## src/cssel_pkg.sv

```systemverilog
// cssel_pkg: constants and types for the clock source and start-up select block.
// assumes a single 100 MHz core clock and fuse levels arriving as static pins.
package cssel_pkg;

  // fuse field widths and raw codes (a stored 1 is unprogrammed)
  localparam int          CSSEL_SRC_W      = 4;
  localparam int          CSSEL_SUT_W      = 2;
  localparam int          CSSEL_FUSE_W     = 7;
  localparam logic [3:0]  CSSEL_CODE_RC    = 4'h2;
  localparam logic [3:0]  CSSEL_CODE_EXT   = 4'h0;
  localparam logic [1:0]  CSSEL_SUT_NONE   = 2'h0;
  localparam logic [1:0]  CSSEL_SUT_SHORT  = 2'h1;
  localparam logic [1:0]  CSSEL_SUT_LONG   = 2'h2;
  localparam logic        CSSEL_PROGRAMMED = 1'b0;
  // shipped fuse state: rc source, longest start-up, divide by eight programmed
  localparam logic [6:0]  CSSEL_FUSE_RST   = 7'h22;

  // timeouts: nominal reset times, their watchdog-oscillator cycles, and wake counts in selected-source cycles
  localparam int          CSSEL_RST_SHORT_US  = 4100;
  localparam int          CSSEL_RST_LONG_US   = 65000;
  localparam int          CSSEL_CNT_W         = 17;
  localparam logic [16:0] CSSEL_RST_SHORT_CYC = 17'h01000;
  localparam logic [16:0] CSSEL_RST_LONG_CYC  = 17'h10000;
  localparam logic [16:0] CSSEL_WAKE_6_CYC    = 17'h00006;
  localparam logic [16:0] CSSEL_WAKE_258_CYC  = 17'h00102;
  localparam logic [16:0] CSSEL_WAKE_1K_CYC   = 17'h00400;
  localparam logic [16:0] CSSEL_WAKE_16K_CYC  = 17'h04000;
  localparam logic [16:0] CSSEL_WAKE_32K_CYC  = 17'h08000;
  localparam logic [1:0]  CSSEL_SYNC_WAIT     = 2'h3;

  // register map (byte addresses) and field positions
  localparam logic [3:0]  CSSEL_ADDR_STATUS = 4'h0;
  localparam logic [3:0]  CSSEL_ADDR_TRIM   = 4'h4;
  localparam logic [3:0]  CSSEL_ADDR_FUSE   = 4'h8;
  localparam int          CSSEL_ST_SRC      = 0;
  localparam int          CSSEL_ST_RANGE    = 2;
  localparam int          CSSEL_ST_CAP      = 4;
  localparam int          CSSEL_ST_DIV8     = 5;
  localparam int          CSSEL_ST_FALLBACK = 6;
  localparam int          CSSEL_ST_RUN      = 7;
  localparam int          CSSEL_ST_PHASE    = 8;
  localparam int          CSSEL_TRIM_W      = 7;
  localparam logic [6:0]  CSSEL_TRIM_RST    = 7'h00;

  typedef enum logic [1:0] {
    CSSEL_SRC_XTAL,
    CSSEL_SRC_LFXTAL,
    CSSEL_SRC_RC,
    CSSEL_SRC_EXT
  } cssel_src_e;

  typedef enum logic [2:0] {
    CSSEL_PH_SYNC,
    CSSEL_PH_RST_DLY,
    CSSEL_PH_RUN,
    CSSEL_PH_SLEEP,
    CSSEL_PH_WAKE
  } cssel_phase_e;

endpackage : cssel_pkg

```

## src/cssel_cnt_if.sv

```systemverilog
// cssel_cnt_if: start, limit, tick and done between the sequencer and a timeout counter.
// assumes both ends share the core clock.
interface cssel_cnt_if;
  import cssel_pkg::*;
  logic                   start;
  logic [CSSEL_CNT_W-1:0] limit;
  logic                   tick;
  logic                   done;
  logic                   busy;

  modport ctrl (output start, output limit, output tick, input done, input busy);
  modport cnt  (input start, input limit, input tick, output done, output busy);
endinterface : cssel_cnt_if

```

## src/cssel_top.sv

```systemverilog
// cssel_top: fuse decode, clock source select, reset and wake-up timeouts, rc trim load.
// assumes oscillator levels and fuse pins are asynchronous; power manager on core clock.
// Functional notes
// - four-bit source field picks crystal, low-frequency crystal, rc or external clock
// - a fuse bit at one is unprogrammed, at zero programmed
// - on wake count selected-source cycles and hold execution until done
// - on reset add a delay counted on the watchdog oscillator
// - reset timeout is 0, 4096 or 65536 watchdog cycles as fuses choose
// - default fuses give rc source, longest delay, divide by eight
// - crystal mode upper three bits select one of four frequency ranges
// - crystal wake count from bit0 and start-up bits: 258, 1K, 16K
// - crystal reset delay from same code: short, long or none
// - low-frequency codes 0110 and 0111 enable internal load capacitors
// - low-frequency start-up bits: none, short, long; 11 reserved
// - low-frequency bit0 picks 1K or 32K wake count
// - rc source nominal 8 MHz, divide by eight when fuse programmed
// - during reset load factory calibration byte into the rc trim register
// - reset timeout always runs from the watchdog oscillator, whatever source
// - rc mode wakes in 6 cycles, start-up bits choose reset delay
// - external clock mode wakes in 6 cycles, same reset delay choice
module cssel_top
  import cssel_pkg::*;
#(
  parameter int WAKE_16K_CYC = int'(CSSEL_WAKE_16K_CYC),
  parameter int WAKE_32K_CYC = int'(CSSEL_WAKE_32K_CYC),
  parameter int RST_LONG_CYC = int'(CSSEL_RST_LONG_CYC)
)(
  // clock and reset
  input  wire logic                       core_clk_i,
  input  wire logic                       rst_n_i,
  // fuse pins and factory byte
  input  wire logic [CSSEL_SRC_W-1:0]     clock_source_select_fuses_i,
  input  wire logic [CSSEL_SUT_W-1:0]     startup_time_fuses_i,
  input  wire logic                       divide_by_eight_fuse_i,
  input  wire logic [CSSEL_TRIM_W-1:0]    factory_cal_i,
  // oscillator levels
  input  wire logic                       src_osc_i,
  input  wire logic                       watchdog_osc_i,
  // power manager
  input  wire logic                       sleep_req_i,
  input  wire logic                       wake_req_i,
  // register port
  input  wire logic [3:0]                 reg_addr_i,
  input  wire logic [31:0]                reg_wdata_i,
  input  wire logic                       reg_wr_i,
  input  wire logic                       reg_rd_i,
  output logic      [31:0]                reg_rdata_o,
  // clock control outputs
  output cssel_src_e                      clk_src_o,
  output logic      [1:0]                 xtal_range_o,
  output logic                            load_cap_en_o,
  output logic                            div8_o,
  output logic      [CSSEL_TRIM_W-1:0]    rc_trim_register_o,
  output logic                            cpu_run_o,
  output logic                            reset_hold_o
);

  import cssel_pkg::*;

  // reset release
  logic rst_s1;
  logic rst_n;
  always_ff @(posedge core_clk_i or negedge rst_n_i)
  begin
    if (!rst_n_i)
    begin
      rst_s1 <= 1'b0;
      rst_n  <= 1'b0;
    end
    else
    begin
      rst_s1 <= 1'b1;
      rst_n  <= rst_s1;
    end
  end

  // pin synchronisers: first stage read only by the second
  localparam int PIN_W = CSSEL_FUSE_W + CSSEL_TRIM_W + 2;
  logic [PIN_W-1:0] pin_raw;
  logic [PIN_W-1:0] pin_s1;
  logic [PIN_W-1:0] pin_s2;
  logic [1:0]       osc_d;
  assign pin_raw = {factory_cal_i, divide_by_eight_fuse_i, startup_time_fuses_i,
                    clock_source_select_fuses_i, watchdog_osc_i, src_osc_i};

  always_ff @(posedge core_clk_i or negedge rst_n)
  begin
    if (!rst_n)
    begin
      pin_s1 <= '1;
      pin_s2 <= '1;
      osc_d  <= '1;
    end
    else
    begin
      pin_s1 <= pin_raw;
      pin_s2 <= pin_s1;
      osc_d  <= pin_s2[1:0];
    end
  end

  logic src_tick;
  logic wdt_tick;
  assign src_tick = pin_s2[0] & ~osc_d[0];
  assign wdt_tick = pin_s2[1] & ~osc_d[1];

  // captured fuses: stored raw, 1 = unprogrammed
  logic [CSSEL_FUSE_W-1:0] fuse;
  logic [CSSEL_FUSE_W-1:0] next_fuse;
  logic [CSSEL_SRC_W-1:0]  cksrc;
  logic [CSSEL_SUT_W-1:0]  startup_time_fuses;
  logic [2:0]              xcode;
  assign cksrc = fuse[3:0];
  assign startup_time_fuses   = fuse[5:4];
  assign xcode = {cksrc[0], startup_time_fuses};

  // fuse decode
  cssel_src_e             src;
  logic [1:0]             range;
  logic                   cap_en;
  logic                   fallback;
  logic [CSSEL_CNT_W-1:0] wake_lim;
  logic [CSSEL_CNT_W-1:0] rst_lim;

  function automatic logic [CSSEL_CNT_W-1:0] sut_delay(input logic [1:0] s);
    logic [CSSEL_CNT_W-1:0] d;
    d = '0;
    if (s == CSSEL_SUT_SHORT)
      d = CSSEL_RST_SHORT_CYC;
    else if (s == CSSEL_SUT_LONG)
      d = CSSEL_CNT_W'(RST_LONG_CYC);
    return d;
  endfunction : sut_delay

  always_comb
  begin
    src      = CSSEL_SRC_RC;
    range    = 2'h0;
    cap_en   = 1'b0;
    fallback = 1'b0;
    wake_lim = CSSEL_WAKE_6_CYC;
    rst_lim  = CSSEL_CNT_W'(RST_LONG_CYC);
    if (cksrc[3])
    begin
      src   = CSSEL_SRC_XTAL;
      range = cksrc[2:1];
      if (xcode <= 3'h1)
        wake_lim = CSSEL_WAKE_258_CYC;
      else if (xcode <= 3'h4)
        wake_lim = CSSEL_WAKE_1K_CYC;
      else
        wake_lim = CSSEL_CNT_W'(WAKE_16K_CYC);
      case (xcode)
        3'h0, 3'h3, 3'h6: rst_lim = CSSEL_RST_SHORT_CYC;
        3'h1, 3'h4, 3'h7: rst_lim = CSSEL_CNT_W'(RST_LONG_CYC);
        default:          rst_lim = '0;
      endcase
    end
    else if (cksrc[2])
    begin
      if (startup_time_fuses == 2'h3)
        fallback = 1'b1;
      else
      begin
        src      = CSSEL_SRC_LFXTAL;
        cap_en   = cksrc[1];
        wake_lim = cksrc[0] ? CSSEL_CNT_W'(WAKE_32K_CYC) : CSSEL_WAKE_1K_CYC;
        rst_lim  = sut_delay(startup_time_fuses);
      end
    end
    else if (cksrc == CSSEL_CODE_RC || cksrc == CSSEL_CODE_EXT)
    begin
      if (startup_time_fuses == 2'h3)
        fallback = 1'b1;
      else
      begin
        src      = (cksrc == CSSEL_CODE_RC) ? CSSEL_SRC_RC : CSSEL_SRC_EXT;
        wake_lim = CSSEL_WAKE_6_CYC;
        rst_lim  = sut_delay(startup_time_fuses);
      end
    end
    else
      fallback = 1'b1;
  end

  // timeout counters: reset delay on watchdog osc, wake on selected source
  cssel_cnt_if rst_if ();
  cssel_cnt_if wake_if ();
  cssel_tick_counter u_rst_cnt (
    .clk_i   (core_clk_i),
    .rst_n_i (rst_n),
    .cnt_if  (rst_if.cnt)
  );
  cssel_tick_counter u_wake_cnt (
    .clk_i   (core_clk_i),
    .rst_n_i (rst_n),
    .cnt_if  (wake_if.cnt)
  );
  assign rst_if.tick   = wdt_tick;
  assign rst_if.limit  = rst_lim;
  assign wake_if.tick  = src_tick;
  assign wake_if.limit = wake_lim;

  // sequencer
  cssel_phase_e            phase;
  cssel_phase_e            next_phase;
  logic [1:0]              sync_cnt;
  logic [1:0]              next_sync_cnt;
  logic [CSSEL_TRIM_W-1:0] trim;
  logic [CSSEL_TRIM_W-1:0] next_trim;
  logic                    next_rst_start;
  logic                    next_wake_start;
  logic                    rst_start;
  logic                    wake_start;

  always_comb
  begin
    next_phase      = phase;
    next_sync_cnt   = sync_cnt;
    next_fuse       = fuse;
    next_trim       = trim;
    next_rst_start  = 1'b0;
    next_wake_start = 1'b0;
    case (phase)
      CSSEL_PH_SYNC:
      begin
        // wait for the pin pipeline to hold real fuse levels
        next_sync_cnt = sync_cnt + 2'h1;
        if (sync_cnt == CSSEL_SYNC_WAIT)
        begin
          next_fuse      = pin_s2[CSSEL_FUSE_W+1:2];
          next_trim      = pin_s2[PIN_W-1:CSSEL_FUSE_W+2];
          next_rst_start = 1'b1;
          next_phase     = CSSEL_PH_RST_DLY;
        end
      end
      CSSEL_PH_RST_DLY:
        if (rst_if.done)
          next_phase = CSSEL_PH_RUN;
      CSSEL_PH_RUN:
        if (sleep_req_i)
          next_phase = CSSEL_PH_SLEEP;
      CSSEL_PH_SLEEP:
        if (wake_req_i)
        begin
          next_wake_start = 1'b1;
          next_phase      = CSSEL_PH_WAKE;
        end
      CSSEL_PH_WAKE:
        if (wake_if.done)
          next_phase = CSSEL_PH_RUN;
      default:
        next_phase = CSSEL_PH_SYNC;
    endcase
    // software trim write, allowed in every phase after CSSEL_PH_SYNC
    if (reg_wr_i && reg_addr_i == CSSEL_ADDR_TRIM && phase != CSSEL_PH_SYNC)
      next_trim = reg_wdata_i[CSSEL_TRIM_W-1:0];
  end

  always_ff @(posedge core_clk_i or negedge rst_n)
  begin
    if (!rst_n)
    begin
      phase      <= CSSEL_PH_SYNC;
      sync_cnt   <= 2'h0;
      fuse       <= CSSEL_FUSE_RST;
      trim       <= CSSEL_TRIM_RST;
      rst_start  <= 1'b0;
      wake_start <= 1'b0;
    end
    else
    begin
      phase      <= next_phase;
      sync_cnt   <= next_sync_cnt;
      fuse       <= next_fuse;
      trim       <= next_trim;
      rst_start  <= next_rst_start;
      wake_start <= next_wake_start;
    end
  end

  assign rst_if.start  = rst_start;
  assign wake_if.start = wake_start;

  // register read port
  logic [31:0] rdata;
  logic [31:0] next_rdata;
  always_comb
  begin
    next_rdata = 32'h0000_0000;
    if (reg_rd_i)
    begin
      if (reg_addr_i == CSSEL_ADDR_STATUS)
      begin
        next_rdata[CSSEL_ST_SRC +: 2]   = src;
        next_rdata[CSSEL_ST_RANGE +: 2] = range;
        next_rdata[CSSEL_ST_CAP]        = cap_en;
        next_rdata[CSSEL_ST_DIV8]       = div8_o;
        next_rdata[CSSEL_ST_FALLBACK]   = fallback;
        next_rdata[CSSEL_ST_RUN]        = cpu_run_o;
        next_rdata[CSSEL_ST_PHASE +: 3] = phase;
      end
      else if (reg_addr_i == CSSEL_ADDR_TRIM)
        next_rdata[CSSEL_TRIM_W-1:0] = trim;
      else if (reg_addr_i == CSSEL_ADDR_FUSE)
        next_rdata[CSSEL_FUSE_W-1:0] = fuse;
    end
  end

  always_ff @(posedge core_clk_i or negedge rst_n)
  begin
    if (!rst_n)
      rdata <= 32'h0000_0000;
    else
      rdata <= next_rdata;
  end

  // outputs; until capture the fuse register holds the shipped default
  assign reg_rdata_o        = rdata;
  assign clk_src_o          = src;
  assign xtal_range_o       = range;
  assign load_cap_en_o      = cap_en;
  assign div8_o             = (fuse[6] == CSSEL_PROGRAMMED);
  assign rc_trim_register_o = trim;
  assign cpu_run_o          = (phase == CSSEL_PH_RUN);
  assign reset_hold_o       = (phase == CSSEL_PH_SYNC) || (phase == CSSEL_PH_RST_DLY);

endmodule : cssel_top

```

## src/cssel_tick_counter.sv

```systemverilog
// cssel_tick_counter: counts ticks of a slow oscillator down from a loaded limit.
// assumes tick is a one-cycle pulse already in the core clock domain.
module cssel_tick_counter
  import cssel_pkg::*;
(
  // clock and reset
  input  wire logic clk_i,
  input  wire logic rst_n_i,
  // control side
  cssel_cnt_if.cnt  cnt_if
);

  logic [CSSEL_CNT_W-1:0] cnt;
  logic [CSSEL_CNT_W-1:0] next_cnt;
  logic                   busy;
  logic                   next_busy;
  logic                   done;
  logic                   next_done;

  always_comb
  begin
    next_cnt  = cnt;
    next_busy = busy;
    next_done = 1'b0;
    if (cnt_if.start)
    begin
      // a zero limit means no delay: done on the next edge
      if (cnt_if.limit == '0)
      begin
        next_done = 1'b1;
        next_busy = 1'b0;
      end
      else
      begin
        next_cnt  = cnt_if.limit;
        next_busy = 1'b1;
      end
    end
    else if (busy && cnt_if.tick)
    begin
      next_cnt = cnt - 1'b1;
      if (cnt == {{(CSSEL_CNT_W-1){1'b0}}, 1'b1})
      begin
        next_busy = 1'b0;
        next_done = 1'b1;
      end
    end
  end

  always_ff @(posedge clk_i or negedge rst_n_i)
  begin
    if (!rst_n_i)
    begin
      cnt  <= '0;
      busy <= 1'b0;
      done <= 1'b0;
    end
    else
    begin
      cnt  <= next_cnt;
      busy <= next_busy;
      done <= next_done;
    end
  end

  assign cnt_if.done = done;
  assign cnt_if.busy = busy;

endmodule : cssel_tick_counter

```

## config.mk

```make
export PLATFORM = sky130hd
export DESIGN_NAME = cssel_top
export DESIGN_NICKNAME = d
export VERILOG_FILES = /design/src/cssel_pkg.sv /design/src/cssel_cnt_if.sv /design/src/cssel_top.sv /design/src/cssel_tick_counter.sv
export SDC_FILE = /design/constraint.sdc
export NUM_CORES = 1
export LEC_CHECK = 0
export ABC_AREA = 0
export BUFFER_PORTS_ARGS = -buffer_cell sky130_fd_sc_hd__buf_2
export CAP_MARGIN = 20
export CORE_ASPECT_RATIO = 0.7
export CORE_MARGIN = 1.5
export CORE_UTILIZATION = 35
export CTS_CLUSTER_DIAMETER = 100
export CTS_CLUSTER_SIZE = 16
export DETAILED_ROUTE_END_ITERATION = 10
export HOLD_SLACK_MARGIN = 0.15
export MAX_ROUTING_LAYER = met4
export PLACE_DENSITY = 0.65
export SETUP_SLACK_MARGIN = 0.4
export SKIP_LAST_GASP = 1
export SLEW_MARGIN = 30
export SYNTH_ARGS = -nofsm -noshare
export SYNTH_HDL_FRONTEND = slang
export SYNTH_SLANG_ARGS = --single-unit
```

## constraint.sdc

```tcl
create_clock -name core_clk_i -period 3.18 [get_ports core_clk_i]
set_input_delay 0.636 -clock core_clk_i [delete_from_list [all_inputs] [get_ports core_clk_i]]
set_output_delay 0.636 -clock core_clk_i [all_outputs]
set_load 0.05 [all_outputs]
```

# Yosys cells after proc, flatten, opt, wreduce, memory -nomap -nowiden
# Index checks and enable logic that the tools add are counted.
dict set report classes {
  addsub 3
  n_lt_le_gt_ge 2
  eq_ne 25
  muxes 67
  bitwise 5
  reduce_logical 28
}
# cell count
set op_table {}
lappend op_table {{two-way mux 17 bit} 14}
lappend op_table {{two-way mux 7 bit} 6}
lappend op_table {{== test 17 x 1 -> 1 bit, second input constant} 2}
lappend op_table {{logical NOT 17 bit} 2}
lappend op_table {{one-hot mux 17 bit (2 select lines)} 1}
lappend op_table {{subtractor 17 x 1 -> 17 bit, second input constant} 2}
lappend op_table {{two-way mux 16 bit} 2}
lappend op_table {{two-way mux 1 bit} 30}
lappend op_table {{two-way mux 15 bit} 2}
lappend op_table {{two-way mux 3 bit} 5}
lappend op_table {{one-hot mux 3 bit (5 select lines)} 1}
lappend op_table {{== test 3 bit, second input constant} 4}
lappend op_table {{AND reduction 2 bit} 6}
lappend op_table {{nonzero test 2 bit} 6}
lappend op_table {{two-way mux 11 bit} 1}
lappend op_table {{!= test 2 bit, second input constant} 5}
lappend op_table {{== test 3 x 2 -> 1 bit, second input constant} 3}
lappend op_table {{logical NOT 4 bit} 2}
lappend op_table {{two-way mux 2 bit} 4}
lappend op_table {{== test 2 bit, second input constant} 3}
lappend op_table {{== test 3 x 1 -> 1 bit, second input constant} 2}
lappend op_table {{logical NOT 3 bit} 2}
lappend op_table {{OR reduction 3 bit} 2}
lappend op_table {{AND reduction 5 bit} 1}
lappend op_table {{other kinds (14)} 22}
dict set report totals {
  reg_bits 106
  inputBits 58
  elab_cells 148
}

# Longest topological paths before layout
dict set report logic_depth {
  ltp_word 10
  mapped_depth 7
  ltp_nobuf 7
}

# Modules after synthesis
# From an unflattened synthesis, not the netlist that was laid out.
dict set report hier_totals {
  cells_unflattened 519
  hier_area_um2 5337.6
}
# module instances cells_per_inst area_each_um2
set by_module_without_submodules {}
lappend by_module_without_submodules {cssel_top 1 229 2785.2}
lappend by_module_without_submodules {cssel_tick_counter 2 145 1276.2}

# Least setup slack after synthesis
# OpenSTA, ideal clock, no wires.
dict set report synth_path {
  path_kind {flip-flop to output port}
  from {register fuse[5]}
  to {output clk_src_o[1]}
  arrival_ns 1.737
  path_slack_ns 0.807
  stages_incl_launch_ff 4
  n_path_buf 1
  path_cell_list {dfstp_2 -> clkbuf_1 -> nand2_1 -> a21oi_1}
}
dict set report synth_via {
  elab_chain_len 4
}
# item line
set synth_lines {}
lappend synth_lines {{start: declaration} cssel_top.sv:108} ;# logic [CSSEL_FUSE_W-1:0] fuse;
lappend synth_lines {{start signal: assignment} cssel_top.sv:275} ;# fuse <= next_fuse;
lappend synth_lines {{== test 2 bit} cssel_top.sv:161} ;# if (startup_time_fuses == 2'h3)
lappend synth_lines {{two-way mux 2 bit} cssel_top.sv:161}
lappend synth_lines {{two-way mux 2 bit} cssel_top.sv:159} ;# else if (cksrc[2])
lappend synth_lines {{two-way mux 2 bit} cssel_top.sv:143} ;# if (cksrc[3])
lappend synth_lines {{end: declaration} cssel_top.sv:49} ;# output cssel_src_e clk_src_o,
# Every way passes these cells.

# Worst setup path after layout
# Same ends and word-level chain as after synthesis.

==> reports/results.tsv <==
metric	value	unit
Layout Nets	541	
share of layout cells above drive strength 1	27.54	%
top post-synthesis cells by area	dfrtp_1 (38%), dfstp_2 (21%), nor2_1 (3.7%), buf_4 (3.4%), nand2_1 (2.5%)	
Post-Synthesis Cells	417	
Worst EP required	2.54	ns
Root Buffer	clkbuf_16	
antenna viol nets, final	0	
Area Growth Syn to Fin	15.64	%
Switching Power	2.028	mW
Synth Area per Inst	11.03	um^2
Starting Density	36.40	%
share of flip-flops with an asynchronous set or reset	100.0	%
crit path max-delay cell type	dfstp_2	
DR pass1 iterations	5	
critical path class	flip-flop to output port	
Post-CTS Hold Buffers	1	
Wirelength per Cell	14.16	um
total clock sinks	106	
Post-synth EDFFs	0	
GRT overflow	0	
TritonCTS clock tree	yes	
Final Skew	0.009663	ns
GPL Wtd Cong	0.8924	
vias in the first global route	3203	
Worst-Margin Slew	0.8653	ns
FMAX	0.4063	GHz
area of the multi-input gates	1712	um^2
Final Max Tran Viols	0	
Main synth FF type	dfrtp_1	
CP cell instances	nand2_1 -> a21oi_1 -> buf_2	
Cell Rows	34	
register area	2701	um^2
Max FO, Critical Path	13	
dpl hpwl	6426	um
number of I/O pins	105	
synth unique cells	55	
sequential share of power	43.4	%
post-layout min period	2.461	ns
Seq cells post-synth	106	
final hold violations	0	
via count	3220	
largest net degree at the start of global routing	70	
startpoint class of the critical path	flip-flop	
leakage power	2.451	nW
Slew HR	42.32	%
H-tree depth	3	
Die Y	98.91	um
post-synthesis sequential area ratio	58.65	%
Power Total	4.954	mW
post_cts resized	0	
final WL	9131	um
pwr/cell area	931.5	nW/um^2
Clock Tree Buf Depth	2	
Comb power frac	33.5	%
Final Setup Violations	0	
warnings from Yosys	0	
core area	12630	um^2
Synth top area share	38.08	%
Vias/cell	4.992	
Max Cap Viol	0	
gr usage total	14.64	%
min-delay worst type	flip-flop to flip-flop	
initial antenna violation count	0	
drt first-iter violations	204	
RSZ-0062 raised after global routing	false	
Sw Ratio	40.93	%
CP max stage delay	0.66	ns
die width	140.0	um
worst skew pair latency	0.35	ns
status	complete, no violations	
CP Data Arrival Time	1.83	ns
setup tns final	0	ns
Clk pwr share	23.0	%
Fillers	1167	
number of diodes	0	
Power Internal	2.926	mW
PortBufs	58	
Syn Std Cell Area	4599	um^2
Peak supply drop	346.8	uV
Tcrit/Tclk final	77.40	%
leading area contributor after synthesis	dfrtp_1	
Post-CTS Setup Inserts	0	
CTS clk-pin slew, worst paths	0.08	ns
first-pass GRT wire length	15600	um
Post-route DRC	0	
DIE AREA	13850	um^2
CP Capture Type	output port	
CTS buffer count	9	
worst max-delay path: cells and delay by family (launching register included):
kind,cells,cell delay (ns)
simple gates,1,0.09
flops,1,0.66
buf+inv,1,0.35
compound gates,1,0.38
logic make-up after synthesis:
group	share of synthesized area, %
simple gates	17.41
flops	58.65
compound gates	9.059
buf+inv	5.767
xor+xnor	3.999
mux	3.591
fa+ha+maj	1.360
other cells	0.1633
per-stage QoR:
stage          hold slack [ns]  setup slack (ns)  instance area [um^2]  instances  util (%)
2_1_floorplan           0.3311            0.8068                  4676        437         -
3_3_place_gp            0.3368             1.007                  4996        628     39.54
3_5_place_dp            0.3472             1.004                  4996        628     39.54
4_1_cts                 0.3561            0.6994                  5319        645     42.10
5_1_grt                 0.3553            0.5889                  5319        645     42.10
6_report                0.3526            0.7187                  5319        645     42.10
state kept, by name, summed over array words and instances, names as in the netlist, 2 cells and up:
| name | cells |
|---|---|
| phase | 3 |
| pin_s1 | 16 |
| sync_cnt | 2 |
| rc_trim_register_o | 7 |
| u_rst_cnt.cnt | 17 |
| osc_d | 2 |
| fuse | 7 |
| pin_s2 | 16 |
| u_wake_cnt.cnt | 17 |
| reg_rdata_o | 11 |
layout by cell type (no fill, tap or decap), types with 5 or more instances in the layout:
master and count:
dfrtp_1 69, buf_2 58, nor2_1 45, dfstp_2 36, nand2_1 31, conb_1 22, o21ai_0 21, inv_1 16
a21oi_1 16, nor3_1 14, nand3_1 12, xnor2_1 11, a22oi_1 10, mux2_2 10, xor2_1 10, clkbuf_16 10
or3_1 6, nand4_1 6, and3_1 5, ha_1 5
Yosys cell counts, drive strengths merged, types with 2 or more instances:
master   instances
and2             2
a22oi           10
dfstp           36
o211ai           2
xor2            10
nor2b            4
o21ai           21
and3             5
nand3           12
a31oi            3
xnor2           11
o21a             4
nor3b            3
nand2b           3
nor3            14
nor2            45
buf             24
nand4            6
nor4             5
mux2i            3
inv             16
or3              8
ha               5
nand4b           3
nand4bb          2
conb             2
a21oi           16
mux2            10
dfrtp           70
nand2           31
or4              5
clkbuf           9
metal layers:
metal	part of all wire [%]	wire length, um	up-vias	track usage, %
met4	0.62	57	0	4.858
met3	4.7	425	8	3.839
met1	50	4542	1616	19.84
met2	45	4106	70	21.39
met5	0	0	-	-
li1	-	-	1526	-
power groups by stage:
stage	clock network [mW]	logic, mW	registers [mW]
global placement	0	1.61	2.14
finish	1.14	1.66	2.15
detailed placement	0	1.66	2.16
CTS	1.17	1.67	2.14
global route	1.23	1.83	2.23
floorplan	0	1.26	2.15
worst paths after layout:
path	from	to	slack, ns	depth (start not counted)
min in group asynchronous	rst_n	u_wake_cnt.cnt[1]	0.44	0
hold / removal	pin_s1[8]	pin_s2[8]	0.35	0
max in group asynchronous	rst_n	pin_s2[1]	1.87	1
setup reg to reg	phase[0]	rc_trim_register_o[1]	0.95	5
hold reg to reg	pin_s1[8]	pin_s2[8]	0.35	0
setup / recovery	fuse[5]	clk_src_o[1]	0.72	3
area by class of cell:
cell class / instances / area share [%]
Sequential cell: 106 / 50.79
Multi-Input combinational cell: 282 / 32.18
Timing Repair Buffer: 63 / 6.210
Clock buffer: 10 / 4.705
Tap cell: 162 / 3.811
Clock inverter: 6 / 1.176
Inverter: 16 / 1.129
(Power assumes the default switching activity.)
